File: config.mk
export PLATFORM = sky130hd
export DESIGN_NAME = cocw_config_word
export DESIGN_NICKNAME = d
export VERILOG_FILES = /design/src/core/cocw_pkg.sv /design/src/core/cocw_shift_decode.sv /design/src/core/cocw_config_word.sv
export SDC_FILE = /design/constraint.sdc
export NUM_CORES = 1
export LEC_CHECK = 0
export CAP_MARGIN = 30
export CORE_UTILIZATION = 61
export DETAILED_ROUTE_END_ITERATION = 8
export DONT_BUFFER_PORTS = 1
export HOLD_SLACK_MARGIN = 0.12
export PLACE_DENSITY = 0.8
export SYNTH_ARGS = -nofsm -noshare
export SYNTH_HDL_FRONTEND = slang
export SYNTH_SLANG_ARGS = --single-unit
File: constraint.sdc
create_clock -name clock -period 1.17 [get_ports clock]
set_input_delay 0.117 -clock clock [delete_from_list [all_inputs] [get_ports clock]]
set_output_delay 0.117 -clock clock [all_outputs]
set_load 0.005 [all_outputs]
File: src/core/cocw_pkg.sv
// Package: field layout, defaults and mode codes of the output configuration word
package cocw_pkg;
   localparam int WORD_W = 32;
   localparam int SEL_LOW_BIT = 0;
   localparam int SEL_HIGH_BIT = 1;
   localparam logic [1:0] SEL_THIS_WORD = 2'h1;
   localparam int PAIRS = 5;
   localparam int STD_LSB = 2;
   localparam int MODE_LSB = 7;
   localparam int MODE_W = 2;
   localparam int REF_STATUS_BIT = 27;
   localparam int SHARED_PIN_BIT = 28;
   localparam int LOCK_TYPE_BIT = 29;
   localparam int SHIFT_DIV4_BIT = 30;
   localparam int SHIFT_DIV8_BIT = 31;
   localparam logic [4:0] STD_RESET = 5'h1F;
   localparam logic [19:0] MODE_RESET = 20'h00000;
   localparam logic REF_STATUS_RESET = 1'b0;
   localparam logic SHARED_PIN_RESET = 1'b0;
   localparam logic LOCK_TYPE_RESET = 1'b0;
   localparam logic SHIFT_DIV4_RESET = 1'b0;
   localparam logic SHIFT_DIV8_RESET = 1'b0;
   // Encoded quarter-shift state handed to the output dividers
   localparam logic [1:0] SHIFT_NONE = 2'h0;
   localparam logic [1:0] SHIFT_DIV4 = 2'h1;
   localparam logic [1:0] SHIFT_DIV8 = 2'h2;
endpackage

File: src/core/cocw_shift_decode.sv
// Phase-shift enable decode shared by all output pairs
`timescale 1ns/1ps
module cocw_shift_decode (
   input wire logic div4_en,
   input wire logic div8_en,
   output logic [1:0] shift_mode,
   output logic div16_allowed
);
   always_comb begin
      // Both set is treated as off
      if (div4_en && !div8_en) begin
         shift_mode = cocw_pkg::SHIFT_DIV4;
      end else if (div8_en && !div4_en) begin
         shift_mode = cocw_pkg::SHIFT_DIV8;
      end else begin
         shift_mode = cocw_pkg::SHIFT_NONE;
      end
      // Either enable bit alone withdraws divide-by-16, even in the both-set case
      div16_allowed = !(div4_en || div8_en);
   end
endmodule // cocw_shift_decode

File: src/core/cocw_config_word.sv
// Output format and status configuration word register
//
// Notes on behaviour
// - Write-only word link, no read-back
// - Defaults on reset and power-down control
// - Bits 2-6: pair standard, 1 differential
// - Bits 7-26: ten two-bit modes, default zero
// - Bit 27 steers reference-status pin source
// - Bit 28 picks shared pin function
// - Bit 29 picks digital or analog lock
// - Bit 30 enables div-4 quarter shift
// - Bit 31 enables div-8 quarter shift
// - Shift enabled removes divide-by-16 mode
// - Shifted outputs switch in pairs
// - Both shift bits set means none
`timescale 1ns/1ps
module cocw_config_word (
   input wire logic clock,
   input wire logic rst_b,
   input wire logic power_down_control_b,
   input wire logic word_valid,
   input wire logic [31:0] word_data,
   input wire logic ref_clock_status,
   input wire logic primary_reference_selected,
   input wire logic oscillator_status_in,
   output logic [4:0] pair_signal_standard,
   output logic [19:0] output_mode,
   output logic ref_status_pin_select,
   output logic shared_pin_function_select,
   output logic lock_indicator_type,
   output logic quarter_shift_div4_enable,
   output logic quarter_shift_div8_enable,
   output logic ref_status_out,
   output logic oscillator_status_output,
   output logic pump_reference_resistor_en,
   output logic [1:0] shift_mode,
   output logic div16_allowed,
   output logic [4:0] pair_switch_ganged
);
   // Per-pair fields gathered back into the flat port order
   wire [4:0] std_w;
   wire [19:0] mode_w;

   // Single-bit fields, one register group each
   logic ref_status_pin_select_q;
   logic ref_status_pin_select_d;
   logic shared_q;
   logic shared_d;
   logic lock_q;
   logic lock_d;
   logic div4_q;
   logic div4_d;
   logic div8_q;
   logic div8_d;

   // Registered status pins
   logic ref_status_q;
   logic ref_status_d;
   logic osc_q;
   logic osc_d;

   // Decoded phase-shift state
   logic [1:0] shift_mode_w;
   logic div16_allowed_w;

   // Word qualification
   logic sel_low;
   logic sel_high;
   logic load;
   logic defaults;

   // The select bits only steer the load; they are never stored
   assign sel_low = word_data[cocw_pkg::SEL_LOW_BIT];
   assign sel_high = word_data[cocw_pkg::SEL_HIGH_BIT];

   // Word-only writes; nothing is driven back to the host
   assign load = word_valid && ({sel_high, sel_low} == cocw_pkg::SEL_THIS_WORD);

   // Power-down forces defaults, taking priority over a word in flight
   assign defaults = !power_down_control_b;

   // One register group per output pair: signal standard plus the A and B modes
   for (genvar p = 0; p < cocw_pkg::PAIRS; p++) begin : g_pair
      logic std_q;
      logic std_d;
      logic [1:0] mode_a_q;
      logic [1:0] mode_a_d;
      logic [1:0] mode_b_q;
      logic [1:0] mode_b_d;

      always_comb begin
         std_d = std_q;
         mode_a_d = mode_a_q;
         mode_b_d = mode_b_q;
         if (defaults) begin
            std_d = cocw_pkg::STD_RESET[p];
            mode_a_d = cocw_pkg::MODE_RESET[2 * cocw_pkg::MODE_W * p +: cocw_pkg::MODE_W];
            mode_b_d = cocw_pkg::MODE_RESET[(2 * p + 1) * cocw_pkg::MODE_W +: cocw_pkg::MODE_W];
         end else if (load) begin
            std_d = word_data[cocw_pkg::STD_LSB + p];
            // A mode sits below B mode, each low bit first
            mode_a_d = word_data[cocw_pkg::MODE_LSB + 2 * cocw_pkg::MODE_W * p +: cocw_pkg::MODE_W];
            mode_b_d = word_data[cocw_pkg::MODE_LSB + (2 * p + 1) * cocw_pkg::MODE_W +:
               cocw_pkg::MODE_W];
         end
      end

      always_ff @(posedge clock) begin
         if (!rst_b) begin
            std_q <= cocw_pkg::STD_RESET[p];
            mode_a_q <= cocw_pkg::MODE_RESET[2 * cocw_pkg::MODE_W * p +: cocw_pkg::MODE_W];
            mode_b_q <= cocw_pkg::MODE_RESET[(2 * p + 1) * cocw_pkg::MODE_W +: cocw_pkg::MODE_W];
         end else begin
            std_q <= std_d;
            mode_a_q <= mode_a_d;
            mode_b_q <= mode_b_d;
         end
      end

      assign std_w[p] = std_q;
      assign mode_w[2 * cocw_pkg::MODE_W * p +: cocw_pkg::MODE_W] = mode_a_q;
      assign mode_w[(2 * p + 1) * cocw_pkg::MODE_W +: cocw_pkg::MODE_W] = mode_b_q;

      // With a shift active, both outputs of the pair switch as one unit
      assign pair_switch_ganged[p] = (shift_mode_w != cocw_pkg::SHIFT_NONE);
   end

   // Reference-status source select
   always_comb begin
      ref_status_pin_select_d = ref_status_pin_select_q;
      if (defaults) begin
         ref_status_pin_select_d = cocw_pkg::REF_STATUS_RESET;
      end else if (load) begin
         ref_status_pin_select_d = word_data[cocw_pkg::REF_STATUS_BIT];
      end
   end

   always_ff @(posedge clock) begin
      if (!rst_b) begin
         ref_status_pin_select_q <= cocw_pkg::REF_STATUS_RESET;
      end else begin
         ref_status_pin_select_q <= ref_status_pin_select_d;
      end
   end

   // Shared pin function select
   always_comb begin
      shared_d = shared_q;
      if (defaults) begin
         shared_d = cocw_pkg::SHARED_PIN_RESET;
      end else if (load) begin
         shared_d = word_data[cocw_pkg::SHARED_PIN_BIT];
      end
   end

   always_ff @(posedge clock) begin
      if (!rst_b) begin
         shared_q <= cocw_pkg::SHARED_PIN_RESET;
      end else begin
         shared_q <= shared_d;
      end
   end

   // Lock indication type
   always_comb begin
      lock_d = lock_q;
      if (defaults) begin
         lock_d = cocw_pkg::LOCK_TYPE_RESET;
      end else if (load) begin
         lock_d = word_data[cocw_pkg::LOCK_TYPE_BIT];
      end
   end

   always_ff @(posedge clock) begin
      if (!rst_b) begin
         lock_q <= cocw_pkg::LOCK_TYPE_RESET;
      end else begin
         lock_q <= lock_d;
      end
   end

   // Quarter shift enable for the divide-by-4 mode
   always_comb begin
      div4_d = div4_q;
      if (defaults) begin
         div4_d = cocw_pkg::SHIFT_DIV4_RESET;
      end else if (load) begin
         div4_d = word_data[cocw_pkg::SHIFT_DIV4_BIT];
      end
   end

   always_ff @(posedge clock) begin
      if (!rst_b) begin
         div4_q <= cocw_pkg::SHIFT_DIV4_RESET;
      end else begin
         div4_q <= div4_d;
      end
   end

   // Quarter shift enable for the divide-by-8 mode
   always_comb begin
      div8_d = div8_q;
      if (defaults) begin
         div8_d = cocw_pkg::SHIFT_DIV8_RESET;
      end else if (load) begin
         div8_d = word_data[cocw_pkg::SHIFT_DIV8_BIT];
      end
   end

   always_ff @(posedge clock) begin
      if (!rst_b) begin
         div8_q <= cocw_pkg::SHIFT_DIV8_RESET;
      end else begin
         div8_q <= div8_d;
      end
   end

   // Status pin sources; registered so the pins never glitch on a select change
   always_comb begin
      ref_status_d = ref_status_pin_select_q ? primary_reference_selected : ref_clock_status;
      osc_d = shared_q ? 1'b0 : oscillator_status_in;
   end

   always_ff @(posedge clock) begin
      if (!rst_b) begin
         ref_status_q <= 1'b0;
         osc_q <= 1'b0;
      end else begin
         ref_status_q <= ref_status_d;
         osc_q <= osc_d;
      end
   end

   cocw_shift_decode u_shift (
      .div4_en(div4_q),
      .div8_en(div8_q),
      .shift_mode(shift_mode_w),
      .div16_allowed(div16_allowed_w)
   );

   // Field outputs come straight from their flip-flops
   assign pair_signal_standard = std_w;
   assign output_mode = mode_w;
   assign ref_status_pin_select = ref_status_pin_select_q;
   assign shared_pin_function_select = shared_q;
   assign lock_indicator_type = lock_q;
   assign quarter_shift_div4_enable = div4_q;
   assign quarter_shift_div8_enable = div8_q;
   assign ref_status_out = ref_status_q;
   assign oscillator_status_output = osc_q;
   assign pump_reference_resistor_en = shared_q;
   assign shift_mode = shift_mode_w;
   assign div16_allowed = div16_allowed_w;
   // The feedback divider at sixteen is the host's job; not checked here
endmodule // cocw_config_word

==> results.cfg <==
[run_status]
status = finished, violations left
violated_checks = negative hold slack, negative setup slack

[place]
placement.cell_area_um2 = 1450
gpl.final_weighted_congestion = 0.556
port-buffer-count = 0
hpwlAfterDp_um = 1840

[global_routing]
grt_util_all_layers = 0.362
grt_antenna_before_repair = 0
grt_util_met2 = 0.662
global_route.usage.met3 = 0.105
grt_pass1_vias = 1438
global_route_wire_length_before_repair_um = 6870
grt_most_used_layer = met2
pin_count_of_the_biggest_net_entering_global_routing = 40
grt_overflow = 0
met1_global_route_usage = 0.373

[logic_synthesis]
yosys_warn_count = 0
synth-simple-area-share = 0.227
post_synth_most_frequent_cells = 50 x nand3_1, 32 x dfxtp_1, 26 x mux2i_1, 13 x buf_4
syn_nets = 202
number_of_flops_mapped_to_enable_cells_by_yosys = 0
proportion_of_synthesized_area_in_mux_cells = 0.218
netlist_instances = 160
post-synth-top-count-cell = nand3_1
synth_fa_ha_area_frac = 0.0244
yosys.area_share.xor_xnor = 0
yosysTopAreaCell = dfxtp_1
synth-async-reset-ratio = 0
main_combinational_cell_family_by_area_after_synthesis = simple AND/OR/NAND/NOR gates
synthTopCellsByArea = dfxtp_1 42%, mux2i_1 17%, nand3_1 16%
number_of_distinct_library_cells_after_synthesis = 15
post_synth_instance_area_um2 = 1540
synth-main-ff-cell = dfxtp_1
synth_compound_area_frac = 0
avgSynthCellArea_um2 = 9.60
synth_largest_type_area_fraction = 0.417
number_of_flip_flops_and_latches_in_the_synthesized_netlist = 32
seq_area_frac_synth = 0.417

[route]
dr.pass1.iters = 4
routed-via-count = 1327
ant_nets = 0
sum_of_routed_wire_length_over_all_layers_um = 4290
routed_via_density = 6.17
wl_per_cell_um = 20.0
drt_first_iter_violations = 29
post-route-drc-count = 0

[sta]
setup_slack_ns = -0.0205
rsz0062_at_grt = true
max_slew.worst_pin.slew_ns = 0.312
fin_hold_ws_ns = -0.0485
final.setup_skew_ns = 0.00439
period_minus_slack_ns = 1.19
final.period_utilization = 1.02
timing.fmax_mhz = 840
max-slew-margin-rel = 0.792
setup_viol = 5
finalHoldViolations = 16
slew_viol_final = 0

[clocking]
clk_transition_reported_paths_ns = 0.09
clock-root-buffer = clkbuf_4
htree_num_levels = 2
tritoncts = built
clkLatencyLatePin_ns = 0.33
clock_path_buffers = 2
clock_sink_total = 32
cts_inserted_buffers = 5
ctsHoldBuffers = 60

[layout]
numnets_final = 228
drive_above_1_share = 0.128
n_antenna_cell = 0
finalInstanceArea_um2 = 1990
area_growth_syn_to_layout_pct = 29.4

[flow_run]
maxCapViolCount = 0

[floorplanning]
core_area_um2 = 2300
die-height_um = 52.2
initial_core_util = 0.668
placementRows = 17
io-pin-count = 80
chipWidth_um = 52.2
fp.dieArea_um2 = 2720

[critical_path]
cp-end-kind = output pin
critical_path_required_ns = 1.05
kind_of_start_point_of_the_critical_path = flip-flop
critPathKind = flip-flop to output pin
critical_path.max_fanout = 5
timing.critical_path.arrival_ns = 1.07

[power_and_ir_drop]
pwr_density_cell_nw_per_um2 = 1030
worst_ir_drop_vdd_mv = 0.946
power.static_leakage_nw = 0.701

[min_path]
min-delay-path-class = primary input to flip-flop
## power breakdown
group	internal, mW	total [mW]	switching, mW
Clock	0.296	0.652	0.356
Combinational	0.159	0.268	0.109
Sequential	1.10	1.12	0.0156
Total	1.56	2.04	0.481
## per-stage QoR
step	TNS, ns	total power [mW]	utilization	std cells	setup slack, ns
3_3_place_gp	0	1.24	0.630	164	0.177
3_5_place_dp	0	1.24	0.630	164	0.123
2_1_floorplan	0	1.29	-	160	0.128
4_1_cts	-0.125	2.07	0.932	232	-0.0250
6_report	-0.102	2.04	0.865	215	-0.0205
5_1_grt	-0.303	2.12	0.865	215	-0.0606
## flip-flops by register name, summed over array words and instances (netlist names)
| signal | cells |
|---|---|
| ref_status_pin_select | 1 |
| pump_reference_resistor_en | 1 |
| ref_status_out | 1 |
| quarter_shift_div4_enable | 1 |
| g_pair.std_q | 5 |
| oscillator_status_output | 1 |
| g_pair.mode_a_q | 10 |
| lock_indicator_type | 1 |
| quarter_shift_div8_enable | 1 |
| g_pair.mode_b_q | 10 |
## metal layers
layer | share of wire | routed length [um]
met1 | 0.37 | 1590
met2 | 0.55 | 2350
met3 | 0.061 | 263
met4 | 0.020 | 85
met5 | 0 | 0
## cell type report
type,count,area [um^2]
multi-input combinational,98,739
sequential,32,648
timing repair buffer,47,495
fill,103,310
clock buffer,8,58.8
tap,28,35.0
inverter,2,10.0
## cell families (layout without fill, tap and decap cells)
group | after synthesis | count (layout)
multiplexers | 31 | 31
buffers and inverters | 30 | 57
adder cells (fa/ha/maj) | 3 | 3
AND/OR/NAND/NOR | 64 | 64
flip-flops | 32 | 32
## worst max-delay path: stages (launching register included)
cell and delay, ns:
dfxtp_4 0.38, inv_2 0.06, ha_4 0.30
## cell usage in the layout (no fill, tap or decap), drive strengths merged
master and count:
dlymetal6s4s 1, and3b 1, nand3 50, ha 3, inv 2, nand3b 10, buf 6, mux2 5
nor2 1, nor2b 1, dfxtp 32, mux2i 26, clkbuf 8, nand2 1, dlygate4sd3 40
## path summary, 6_finish.rpt
| kind | start | end | slack, ns | depth (start not counted) |
|---|---|---|---|---|
| max reg2reg | g_pair[1].std_q$_SDFFE_PN1P_ | g_pair[1].std_q$_SDFFE_PN1P_ | 0.23 | 2 |
| min reg2reg | g_pair[1].mode_b_q[1]$_SDFFE_PN0P_ | g_pair[1].mode_b_q[1]$_SDFFE_PN0P_ | 0.49 | 2 |
| max | quarter_shift_div4_enable$_SDFFE_PN0P_ | pair_switch_ganged[1] | -0.02 | 2 |
| min | power_down_control_b | g_pair[2].mode_b_q[1]$_SDFFE_PN0P_ | -0.05 | 2 |
## timing repair
action                                  in CTS  in global routing
resized for setup                            6                  5
endpoints found under the setup margin       5                 23
setup buffers                                0                  0
hold endpoints to repair                    32                 17
pin swaps                                    1                  1
cloned                                       0                  0
No activity file was read; power rests on OpenSTA's default activity.
